File: src/rtl/dts_pkg.sv
// Package: register map, field positions, reset values and timing for the trip/diagnostic block
`default_nettype none
package dts_pkg;
  // ==========================================================
  // Bus geometry
  localparam int ADDR_W = 16;
  localparam int DATA_W = 32;
  localparam int REG_W = 16;
  // ==========================================================
  // Register indices (byte address is four times the index)
  localparam logic [15:0] IDX_TRIP = 16'h0063;
  localparam logic [15:0] IDX_DIAG = 16'h0066;
  localparam logic [15:0] IDX_DOUT = 16'h1ca1;
  localparam logic [15:0] IDX_CTRL = 16'h0070;
  localparam logic [15:0] IDX_IRQ_STAT = 16'h0071;
  localparam logic [15:0] IDX_IRQ_CLR = 16'h0072;
  localparam logic [15:0] IDX_IRQ_EN = 16'h0073;
  localparam logic [15:0] IDX_STATUS = 16'h0074;
  // ==========================================================
  // Latched trip register fields
  localparam int TRIP_SPEED = 0;
  localparam int TRIP_VOLT = 1;
  localparam int TRIP_CURR = 2;
  localparam int TRIP_HOT = 3;
  localparam int TRIP_COLD = 4;
  localparam int TRIP_PWR = 5;
  localparam int N_MON = 5;
  localparam logic [15:0] TRIP_MASK = 16'h003f;
  // ==========================================================
  // Diagnostic register fields
  localparam int DIAG_LOWVCC = 11;
  localparam int DIAG_WDOG = 13;
  localparam int DIAG_INRUSH = 14;
  localparam logic [15:0] DIAG_MASK = 16'h6800;
  // ==========================================================
  // Control register, interrupt and status fields
  localparam int CTRL_TRIP_RESET = 0;
  localparam int CTRL_WARN_CLEAR = 1;
  localparam int IRQ_TRIP = 0;
  localparam int IRQ_INRUSH = 1;
  localparam int IRQ_WDOG = 2;
  localparam int IRQ_LOWVCC = 3;
  localparam int N_IRQ = 4;
  localparam int ST_WARN = 0;
  localparam int ST_FAULT = 1;
  localparam int ST_NVM_BLOCK = 2;
  localparam int DOUT_RELAY = 0;
  // ==========================================================
  // Synchronised input positions
  localparam int SI_SPEED_N = 0;
  localparam int SI_VOLT_N = 1;
  localparam int SI_CURR_N = 2;
  localparam int SI_HOT_N = 3;
  localparam int SI_COLD_N = 4;
  localparam int SI_PWR = 5;
  localparam int SI_BYPASS = 6;
  localparam int SI_RELAY_OPEN = 7;
  localparam int SI_RELAY_DRV = 8;
  localparam int SI_START = 9;
  localparam int SI_WDOG = 10;
  localparam int SI_LOWVCC = 11;
  localparam int N_SYNC = 12;
  // Monitors idle high so they reset high and raise no trip
  localparam logic [N_SYNC-1:0] SYNC_RST = 12'h01f;
  // ==========================================================
  // Reset values
  localparam logic [15:0] TRIP_RST = 16'h0000;
  localparam logic [15:0] DIAG_RST = 16'h0000;
  localparam logic [N_IRQ-1:0] IRQ_RST = 4'h0;
  // ==========================================================
  // Timing
  localparam int CLK_MHZ = 125;
  localparam int WARN_DELAY_US = 10;
  localparam int WARN_DELAY_CYC = WARN_DELAY_US * CLK_MHZ;
  localparam int WDOG_HOLD_US = 1;
  localparam int WDOG_HOLD_CYC = WDOG_HOLD_US * CLK_MHZ;
  localparam int CNT_W = 12;
  // ==========================================================
  typedef enum logic [1:0] {WD_IDLE, WD_LOG, WD_HOLD, WD_RESTART} dts_wd_state_t;
endpackage
`default_nettype wire

File: src/rtl/dts_mon_if.sv
// Interface: synchronised monitor levels passed from the input synchroniser to the core
`default_nettype none
interface dts_mon_if;
  logic [dts_pkg::N_SYNC-1:0] level;
  modport src (output level);
  modport dst (input level);
endinterface
`default_nettype wire

File: src/rtl/dts_core.sv
// Drive trip latch and diagnostic status block with APB register access
//
// How it works
// - A faulty power module report sets latched trip bit 5.
// - A low cold monitor sets trip bit 4, covering a cold drive or a dead sensor.
// - A low hot monitor sets trip bit 3.
// - A low excess-current monitor sets trip bit 2.
// - A low excess-voltage monitor sets trip bit 1.
// - A low excess-speed monitor sets trip bit 0.
// - A trip reset clears monitor trip bits 0-4 only where the monitor is high again.
// - Missing inrush bypass or an open relay sets diagnostic bit 14 and, after a delay, a warning.
// - The self-test fault is raised when that condition stops a requested start.
// - Diagnostic bit 14 stays set once raised and ignores every clear request.
// - The synchronised relay drive state is readable in a separate digital output register.
// - A watchdog timeout sets bit 13, logs a fault, then clears itself and restarts.
// - A low supply blocks non-volatile writes and sets clearable warning bit 11.
`default_nettype none
module dts_core (
  // Clock and reset
  input wire logic pclk,
  input wire logic presetn,
  // APB slave
  input wire logic psel,
  input wire logic penable,
  input wire logic pwrite,
  input wire logic [dts_pkg::ADDR_W-1:0] paddr,
  input wire logic [dts_pkg::DATA_W-1:0] pwdata,
  output logic [dts_pkg::DATA_W-1:0] prdata,
  output logic pready,
  output logic pslverr,
  // Trip monitors, active low
  input wire logic cold_monitor_in_n,
  input wire logic hot_monitor_in_n,
  input wire logic excess_current_monitor_in_n,
  input wire logic excess_voltage_monitor_in_n,
  input wire logic excess_speed_monitor_in_n,
  // Fault and condition inputs, active high
  input wire logic power_module_fault,
  input wire logic inrush_bypass_missing,
  input wire logic precharge_relay_open,
  input wire logic precharge_relay_drive,
  input wire logic drive_start_request,
  input wire logic watchdog_timeout,
  input wire logic supply_rail_low,
  // Status outputs
  output logic self_test_warning,
  output logic self_test_fault,
  output logic fault_log_pulse,
  output logic restart_pulse,
  output logic nvm_write_block,
  output logic irq
);
  // ==========================================================
  // Input synchronisation
  dts_mon_if mon ();
  logic [dts_pkg::N_SYNC-1:0] raw;
  logic [dts_pkg::N_SYNC-1:0] lv;

  always_comb begin
    raw = '0;
    raw[dts_pkg::SI_SPEED_N] = excess_speed_monitor_in_n;
    raw[dts_pkg::SI_VOLT_N] = excess_voltage_monitor_in_n;
    raw[dts_pkg::SI_CURR_N] = excess_current_monitor_in_n;
    raw[dts_pkg::SI_HOT_N] = hot_monitor_in_n;
    raw[dts_pkg::SI_COLD_N] = cold_monitor_in_n;
    raw[dts_pkg::SI_PWR] = power_module_fault;
    raw[dts_pkg::SI_BYPASS] = inrush_bypass_missing;
    raw[dts_pkg::SI_RELAY_OPEN] = precharge_relay_open;
    raw[dts_pkg::SI_RELAY_DRV] = precharge_relay_drive;
    raw[dts_pkg::SI_START] = drive_start_request;
    raw[dts_pkg::SI_WDOG] = watchdog_timeout;
    raw[dts_pkg::SI_LOWVCC] = supply_rail_low;
  end

  dts_sync u_sync (
    .pclk(pclk),
    .presetn(presetn),
    .raw(raw),
    .mon(mon.src)
  );

  assign lv = mon.level;

  // ==========================================================
  // Register decode
  typedef enum logic [3:0] {
    RS_NONE, RS_TRIP, RS_DIAG, RS_DOUT, RS_CTRL, RS_ISTAT, RS_ICLR, RS_IEN, RS_STAT
  } dts_sel_t;

  function automatic dts_sel_t dts_decode(input logic [dts_pkg::ADDR_W-1:0] a);
    logic [15:0] idx;
    idx = {2'h0, a[15:2]};
    if (a[1:0] != 2'h0) return RS_NONE;
    if (idx == dts_pkg::IDX_TRIP) return RS_TRIP;
    if (idx == dts_pkg::IDX_DIAG) return RS_DIAG;
    if (idx == dts_pkg::IDX_DOUT) return RS_DOUT;
    if (idx == dts_pkg::IDX_CTRL) return RS_CTRL;
    if (idx == dts_pkg::IDX_IRQ_STAT) return RS_ISTAT;
    if (idx == dts_pkg::IDX_IRQ_CLR) return RS_ICLR;
    if (idx == dts_pkg::IDX_IRQ_EN) return RS_IEN;
    if (idx == dts_pkg::IDX_STATUS) return RS_STAT;
    return RS_NONE;
  endfunction

  dts_sel_t sel;
  logic setup;
  logic wr;
  logic trip_reset;
  logic warn_clear;
  logic [dts_pkg::N_IRQ-1:0] irq_clr;

  assign sel = dts_decode(paddr);
  assign setup = psel && !penable;
  // Write lands on the access edge only, when pready is high
  assign wr = psel && penable && pready && pwrite;
  assign trip_reset = wr && (sel == RS_CTRL) && pwdata[dts_pkg::CTRL_TRIP_RESET];
  assign warn_clear = wr && (sel == RS_CTRL) && pwdata[dts_pkg::CTRL_WARN_CLEAR];
  assign irq_clr = (wr && (sel == RS_ICLR)) ? pwdata[dts_pkg::N_IRQ-1:0] : '0;

  // ==========================================================
  // Latched trip bits
  logic [15:0] trip_r;
  logic [15:0] trip_nxt;
  logic [dts_pkg::N_MON-1:0] mon_low;

  // Monitor inputs sit at trip positions 0-4, one for one
  assign mon_low = ~lv[dts_pkg::N_MON-1:0];
  always_comb begin
    trip_nxt = trip_r & dts_pkg::TRIP_MASK;
    // Power module fault is not released by a trip reset
    trip_nxt[dts_pkg::TRIP_PWR] = trip_r[dts_pkg::TRIP_PWR] | lv[dts_pkg::SI_PWR];
    for (int i = 0; i < dts_pkg::N_MON; i++) begin
      // Set wins: a monitor still low keeps its bit through the reset
      trip_nxt[i] = mon_low[i] | (trip_r[i] & ~trip_reset);
    end
  end

  always_ff @(posedge pclk or negedge presetn) begin
    if (!presetn) begin
      trip_r <= dts_pkg::TRIP_RST;
    end else begin
      trip_r <= trip_nxt;
    end
  end

  // ==========================================================
  // Inrush bypass diagnostic
  logic inrush_r;
  logic inrush_cond;
  logic [dts_pkg::CNT_W-1:0] warn_cnt_r;
  logic warn_r;
  logic stfault_r;
  assign inrush_cond = lv[dts_pkg::SI_BYPASS] | lv[dts_pkg::SI_RELAY_OPEN];
  always_ff @(posedge pclk or negedge presetn) begin
    if (!presetn) begin
      inrush_r <= 1'b0;
    end else if (inrush_cond) begin
      inrush_r <= 1'b1;
    end
  end
  // Warning follows inrush_r (diagnostic bit 14) after a settle delay, then holds until reset
  always_ff @(posedge pclk or negedge presetn) begin
    if (!presetn) begin
      warn_cnt_r <= '0;
      warn_r <= 1'b0;
    end else if (inrush_r && !warn_r) begin
      if (warn_cnt_r == dts_pkg::CNT_W'(dts_pkg::WARN_DELAY_CYC - 1)) begin
        warn_r <= 1'b1;
      end else begin
        warn_cnt_r <= warn_cnt_r + 1'b1;
      end
    end
  end
  always_ff @(posedge pclk or negedge presetn) begin
    if (!presetn) begin
      stfault_r <= 1'b0;
    end else if (inrush_r && lv[dts_pkg::SI_START]) begin
      stfault_r <= 1'b1;
    end
  end

  // ==========================================================
  // Watchdog timeout sequence
  dts_pkg::dts_wd_state_t wd_r;
  logic wd_prev_r;
  logic wd_rise;
  logic [dts_pkg::CNT_W-1:0] wd_cnt_r;
  logic wdog_bit_r;
  logic log_r;
  logic restart_r;
  assign wd_rise = lv[dts_pkg::SI_WDOG] && !wd_prev_r;
  always_ff @(posedge pclk or negedge presetn) begin
    if (!presetn) begin
      wd_prev_r <= 1'b0;
    end else begin
      wd_prev_r <= lv[dts_pkg::SI_WDOG];
    end
  end
  // Timeouts arriving mid-sequence are folded into the one in progress
  always_ff @(posedge pclk or negedge presetn) begin
    if (!presetn) begin
      wd_r <= dts_pkg::WD_IDLE;
      wd_cnt_r <= '0;
      wdog_bit_r <= 1'b0;
      log_r <= 1'b0;
      restart_r <= 1'b0;
    end else begin
      log_r <= 1'b0;
      restart_r <= 1'b0;
      unique case (wd_r)
        dts_pkg::WD_IDLE: begin
          if (wd_rise) begin
            wdog_bit_r <= 1'b1;
            log_r <= 1'b1;
            wd_r <= dts_pkg::WD_LOG;
          end
        end
        dts_pkg::WD_LOG: begin
          wd_cnt_r <= '0;
          wd_r <= dts_pkg::WD_HOLD;
        end
        dts_pkg::WD_HOLD: begin
          if (wd_cnt_r == dts_pkg::CNT_W'(dts_pkg::WDOG_HOLD_CYC - 1)) begin
            wd_r <= dts_pkg::WD_RESTART;
          end else begin
            wd_cnt_r <= wd_cnt_r + 1'b1;
          end
        end
        dts_pkg::WD_RESTART: begin
          wdog_bit_r <= 1'b0;
          restart_r <= 1'b1;
          wd_r <= dts_pkg::WD_IDLE;
        end
      endcase
    end
  end

  // ==========================================================
  // Low supply write block
  logic lowvcc_r;
  logic block_r;

  always_ff @(posedge pclk or negedge presetn) begin
    if (!presetn) begin
      lowvcc_r <= 1'b0;
      block_r <= 1'b0;
    end else begin
      block_r <= lv[dts_pkg::SI_LOWVCC];
      lowvcc_r <= lv[dts_pkg::SI_LOWVCC] | (lowvcc_r & ~warn_clear);
    end
  end

  logic [15:0] diag;

  always_comb begin
    diag = dts_pkg::DIAG_RST;
    diag[dts_pkg::DIAG_INRUSH] = inrush_r;
    diag[dts_pkg::DIAG_WDOG] = wdog_bit_r;
    diag[dts_pkg::DIAG_LOWVCC] = lowvcc_r;
    diag = diag & dts_pkg::DIAG_MASK;
  end

  // ==========================================================
  // Interrupts
  logic [dts_pkg::N_IRQ-1:0] ev;
  logic [dts_pkg::N_IRQ-1:0] istat_r;
  logic [dts_pkg::N_IRQ-1:0] ien_r;
  logic irq_r;
  assign ev[dts_pkg::IRQ_TRIP] = |(trip_nxt & ~trip_r);
  assign ev[dts_pkg::IRQ_INRUSH] = inrush_cond && !inrush_r;
  assign ev[dts_pkg::IRQ_WDOG] = (wd_r == dts_pkg::WD_IDLE) && wd_rise;
  assign ev[dts_pkg::IRQ_LOWVCC] = lv[dts_pkg::SI_LOWVCC] && !lowvcc_r;
  always_ff @(posedge pclk or negedge presetn) begin
    if (!presetn) begin
      istat_r <= dts_pkg::IRQ_RST;
      ien_r <= dts_pkg::IRQ_RST;
      irq_r <= 1'b0;
    end else begin
      // New event beats a clear in the same cycle
      istat_r <= ev | (istat_r & ~irq_clr);
      if (wr && (sel == RS_IEN)) begin
        ien_r <= pwdata[dts_pkg::N_IRQ-1:0];
      end
      irq_r <= |(istat_r & ien_r);
    end
  end

  // ==========================================================
  // APB read path: one flopped answer per transfer, no wait states
  logic [15:0] rd;
  logic [15:0] st;
  always_comb begin
    st = '0;
    st[dts_pkg::ST_WARN] = warn_r;
    st[dts_pkg::ST_FAULT] = stfault_r;
    st[dts_pkg::ST_NVM_BLOCK] = block_r;
    rd = '0;
    unique case (sel)
      RS_TRIP: rd = trip_r;
      RS_DIAG: rd = diag;
      RS_DOUT: rd[dts_pkg::DOUT_RELAY] = lv[dts_pkg::SI_RELAY_DRV];
      RS_ISTAT: rd[dts_pkg::N_IRQ-1:0] = istat_r;
      RS_IEN: rd[dts_pkg::N_IRQ-1:0] = ien_r;
      RS_STAT: rd = st;
      RS_NONE, RS_CTRL, RS_ICLR: rd = '0;
    endcase
  end
  logic [dts_pkg::DATA_W-1:0] prdata_r;
  logic pready_r;
  logic pslverr_r;
  always_ff @(posedge pclk or negedge presetn) begin
    if (!presetn) begin
      prdata_r <= '0;
      pready_r <= 1'b0;
      pslverr_r <= 1'b0;
    end else begin
      pready_r <= setup;
      pslverr_r <= setup && (sel == RS_NONE);
      prdata_r <= (setup && !pwrite) ? {16'h0000, rd} : '0;
    end
  end

  // ==========================================================
  // Outputs
  assign prdata = prdata_r;
  assign pready = pready_r;
  assign pslverr = pslverr_r;
  assign self_test_warning = warn_r;
  assign self_test_fault = stfault_r;
  assign fault_log_pulse = log_r;
  assign restart_pulse = restart_r;
  assign nvm_write_block = block_r;
  assign irq = irq_r;
endmodule
`default_nettype wire

File: src/rtl/dts_sync.sv
// Two-flop synchroniser bank for the asynchronous monitor pins
`default_nettype none
module dts_sync (
  // Clock and reset
  input wire logic pclk,
  input wire logic presetn,
  // Raw pins
  input wire logic [dts_pkg::N_SYNC-1:0] raw,
  // Synchronised levels
  dts_mon_if.src mon
);
  logic [dts_pkg::N_SYNC-1:0] meta_r;
  logic [dts_pkg::N_SYNC-1:0] sync_r;

  genvar g;
  generate
    for (g = 0; g < dts_pkg::N_SYNC; g++) begin : g_bit
      always_ff @(posedge pclk or negedge presetn) begin
        if (!presetn) begin
          meta_r[g] <= dts_pkg::SYNC_RST[g];
          sync_r[g] <= dts_pkg::SYNC_RST[g];
        end else begin
          meta_r[g] <= raw[g];
          sync_r[g] <= meta_r[g];
        end
      end
    end
  endgenerate

  assign mon.level = sync_r;
endmodule
`default_nettype wire
File: config.mk
export PLATFORM = sky130hd
export DESIGN_NAME = dts_core
export DESIGN_NICKNAME = d
export VERILOG_FILES = /design/src/rtl/dts_pkg.sv /design/src/rtl/dts_mon_if.sv /design/src/rtl/dts_core.sv /design/src/rtl/dts_sync.sv
export SDC_FILE = /design/constraint.sdc
export NUM_CORES = 1
export LEC_CHECK = 0
export BUFFER_PORTS_ARGS = -buffer_cell sky130_fd_sc_hd__buf_2
export CORE_MARGIN = 2
export CORE_UTILIZATION = 30
export CTS_CLUSTER_DIAMETER = 100
export DETAILED_ROUTE_END_ITERATION = 6
export SYNTH_ARGS = -nofsm -noshare
export SYNTH_HDL_FRONTEND = slang
export SYNTH_HIERARCHICAL = 1
export SYNTH_SLANG_ARGS = --single-unit
File: constraint.sdc
create_clock -name pclk -period 2.7 [get_ports pclk]
set_clock_uncertainty 0.15 [all_clocks]
set_input_delay 0.27 -clock pclk [delete_from_list [all_inputs] [get_ports pclk]]
set_output_delay 0.27 -clock pclk [all_outputs]
set_load 0.01 [all_outputs]
==> key figures <==
Run status
  • Run status: finished clean

Power
  • Leakage: ~0.0021 uW
  • VDD IR max: between 0.3 and 0.4 mV
  • Power Density: just over 700 nW/um^2

Critical path
  • Slowest cell on the critical path: or4b_1
  • Critical Path Max Stage Delay: approximately 0.45 ns
  • FF-to-FF path depth: 9
  • Critical path type: register to register
  • CP most frequent cell: nor2_1
  • CP Data Arrival Time: between 2 and 2.5 ns
  • CP max FO: 8
  • CP delay by family, top: simple AND/OR/NAND/NOR gates
  • R2r startpoint: wd_cnt_r[0]
  • Critical Path Sink Type: register
  • Crit path cell chain: inv_1 -> ha_1 -> or4b_1 -> o41ai_2 -> buf_4 -> nor2_1 -> nand4_1 -> xor2_1 -> nor2_1
  • WP buf/inv: 2
  • Startpoint Class: register
  • R2r setup slk: 0.44 ns
  • Terminus of the critical flop-to-flop path: wd_cnt_r[6]
  • Worst EP required: 2.75 ns

STA
  • Final Slew Violations: 0
  • Final-report hold violation count: 0
  • Final worst path period need: around 2.3 ns
  • Final period util: between 80% and 90%
  • Final count of negative-setup-slack endpoints: 0
  • RSZ-0062 raised after global routing: no
  • Fmax: approximately 440 MHz
  • Rel. slew slack: between 60 and 70%
  • Fin Setup TNS: 0 ns
  • Worst Tran Pin Value: approximately 0.57 ns

Global routing
  • Initial antenna violation count: 0
  • Number of global-route vias before repair: 2,574
  • Largest net degree at the start of global routing: 46
  • Grt total ovfl: 0
  • All-layer global routing usage: around an eighth
  • First-pass GRT wire length: approximately 13,000 um

CTS
  • CTS buffer count: 9
  • Post-cts resize count: 0
  • H-tree depth: 3
  • CTS sink cnt: between 80 and 90
  • CTS clk-pin slew, worst paths: approximately 0.060 ns
  • Worst-Skew Late Latency: 0.33 ns
  • CTS max path bufs: 2
  • CTS tree: built
  • Root cell of the clock tree: clkbuf_16

Cells and area
  • Final non-filler cell area: 4560 um^2
  • Fillers: between 1,000 and 1,500
  • Antenna cells: 0
  • Final #Nets: between 400 and 500
  • Ratio of cells with drive above 1 in the final layout: about a quarter
  • Layout Area Growth over Synthesis: 22.7%

Hold path
  • Hold-critical path depth: 2
  • Type of the worst min-delay path: input port to register
  • Worst Hold Path EP: ien_r[3]
  • Hold Startpoint: pwdata[3]

Drt
  • Met3 Wirelength: between 400 and 500 um
  • Number of routed nets with antenna violations: 0
  • Metal2 WL: approximately 3400 um
  • Vias/cell: between 4 and 5
  • Vias post-DR: 2,617
  • Routed WL: around 7400 um
  • DRC Markers: 0
  • Top Metal Used: met4
  • Metal-1 WL: approximately 3500 um
  • Initial DRC Count: ~140
  • DRT Pass-1 Iters: 4
  • Wire length per cell: approximately 13 um

Floorplan
  • Cell row count: 40
  • Initial Util: a little under a third
  • Io pins: ~110
  • Die X: roughly 120 um
  • Vert. Die Dim: about 120 um
  • DIE AREA: 13,300 um^2
  • Core outline area: about 12,000 um^2

Yosys
  • Yosys reg bits: 85
  • Largest area contributor in the netlist: dfrtp_1
  • Post-Syn Instances: 328
  • Seq/Total Area, Yosys: between 50% and 60%
  • Syn avg cell area: about 11 um^2
  • Top_reg_cell synth: dfrtp_1
  • Yosys cell types: between 50 and 60
  • Synthesized area: about 3700 um^2
  • Count leader, synth: dfrtp_1
  • Synth cell count leaders: dfrtp_1, nor2_1, buf_4
  • Synth top area cells: dfrtp_1, dfstp_2, buf_4
  • Synth warn: 6
  • Share of the synthesized area in the top cell type: around half
  • Async set-reset flop share out of synthesis: between 90% and 100%
  • Number of flops mapped to enable cells by yosys: 0

Placement
  • Placement Cell Area: 4130 um^2
  • RePlAce Congestion: 0.797
  • Port buffer count: 53
  • HPWL Detailed: between 5000 and 6000 um

Flow run
  • Max_cap viols: 0
power breakdown:
group / switching (uW) / total [uW] / internal (uW)
registers: 115 / 1520 / 1410
logic: 309 / 568 / 260
clock network: 482 / 1150 / 673
total: 906 / 3250 / 2340
layout by cell type, fill, tap and decap left out, types with 2 or more instances in the layout:
cell type	synthesis	layout
dfrtp_1	75	75
buf_2	1	52
nor2_1	24	24
conb_1	1	23
nand2_1	21	21
o21ai_0	20	20
inv_1	19	19
nand3_1	14	14
dlygate4sd3_1	0	14
xnor2_1	11	11
nand4_1	10	10
dfstp_2	10	10
clkbuf_16	0	9
nor3_1	8	8
ha_1	8	8
nor2b_1	7	7
buf_4	23	7
and3_1	5	5
nand2b_1	5	5
and2_1	5	5
xor2_1	5	5
a21o_1	4	4
a22o_1	4	4
mux2_2	4	4
a21oi_1	3	3
o22ai_1	3	3
a22oi_1	3	3
and3b_1	2	2
nor4bb_1	2	2
a222oi_1	2	2
or2_2	2	2
clkbuf_8	0	2
clkinv_4	0	2
clkinv_2	0	2
what timing repair did:
action,CTS,global route
hold buffers,14,0
setup endpoints to repair,0,0
buffers inserted,0,0
hold endpoints to repair,53,0
worst reg2reg max path, cell delays in order (launching register included):
cell     delay [ns]
dfrtp_1        0.42
inv_1          0.07
ha_1           0.14
or4b_1         0.45
o41ai_2        0.32
buf_4          0.21
nor2_1         0.07
nand4_1        0.10
xor2_1         0.15
nor2_1         0.05
layer usage:
| layer | up-vias | global-route usage (%) |
|---|---|---|
| met5 | - | 0 |
| met4 | 0 | 4.02 |
| met3 | 11 | 2.90 |
| met2 | 89 | 18.8 |
| met1 | 1261 | 16.4 |
| li1 | 1256 | - |
registers in the layout, summed over array words and instances (netlist names):
register,flops
u_sync/meta_r,12
u_sync/mon.level,12
warn_cnt_r,12
wd_cnt_r,12
prdata,9
trip_r,6
ien_r,4
istat_r,4
wd_r,2
fault_log_pulse,1
inrush_r,1
irq,1
lowvcc_r,1
nvm_write_block,1
pready,1
pslverr,1
restart_pulse,1
self_test_fault,1
self_test_warning,1
wd_prev_r,1
wdog_bit_r,1
worst max-delay path by stage:
| stage | start | to | slack (ns) | cells past startpoint |
|---|---|---|---|---|
| after CTS | wd_cnt_r[0] | wd_cnt_r[6] | 0.41 | 9 |
| after detailed placement | paddr[13] | trip_r[4] | 0.35 | 7 |
| final | wd_cnt_r[0] | wd_cnt_r[6] | 0.44 | 9 |
| after floorplan | wd_cnt_r[0] | wd_r[1] | 0.51 | 7 |
| after global routing | wd_cnt_r[0] | wd_cnt_r[6] | 0.24 | 9 |
| after global placement | paddr[13] | prdata[0] | 0.46 | 7 |
through the flow:
| stage | util [%] | power, uW | cells | hold WS (ns) | setup WS (ns) |
|---|---|---|---|---|---|
| floorplan | - | 1940 | 350 | -0.176 | 0.507 |
| global placement | 34.2 | 2080 | 552 | 0.151 | 0.462 |
| detailed placement | 34.2 | 2100 | 552 | 0.158 | 0.347 |
| CTS | 37.8 | 3290 | 582 | 0.0487 | 0.406 |
| global route | 37.8 | 3450 | 582 | 0.0512 | 0.243 |
| finish | 37.8 | 3250 | 582 | 0.0530 | 0.441 |
cell type report:
class	instances	area [um^2]	area share [%]
clock inverters	5	35.0	0.769
clock buffers	11	253	5.54
flip-flops and latches	85	2140	46.9
inverters	19	71.3	1.56
multi-input cells	221	1400	30.6
repair buffers	73	453	9.94
well taps	168	210	4.61
logic make-up (layout without fill, tap and decap cells):
logic type                 count (synthesis)  in the layout  share of synthesized area (%)
and+or+nand+nor                          116            116                           17.2
DFF                                       85             85                           57.6
AOI/OAI and AO/OA                         52             52                           9.74
buffers and inverters                     44            108                           7.01
xor gates and xnor gates                  16             16                           3.77
adders and majority gates                  8              8                           2.70
muxes                                      6              6                           1.89
other                                      1             23                          0.101
Note: power is estimated with default switching activity, not from simulation.
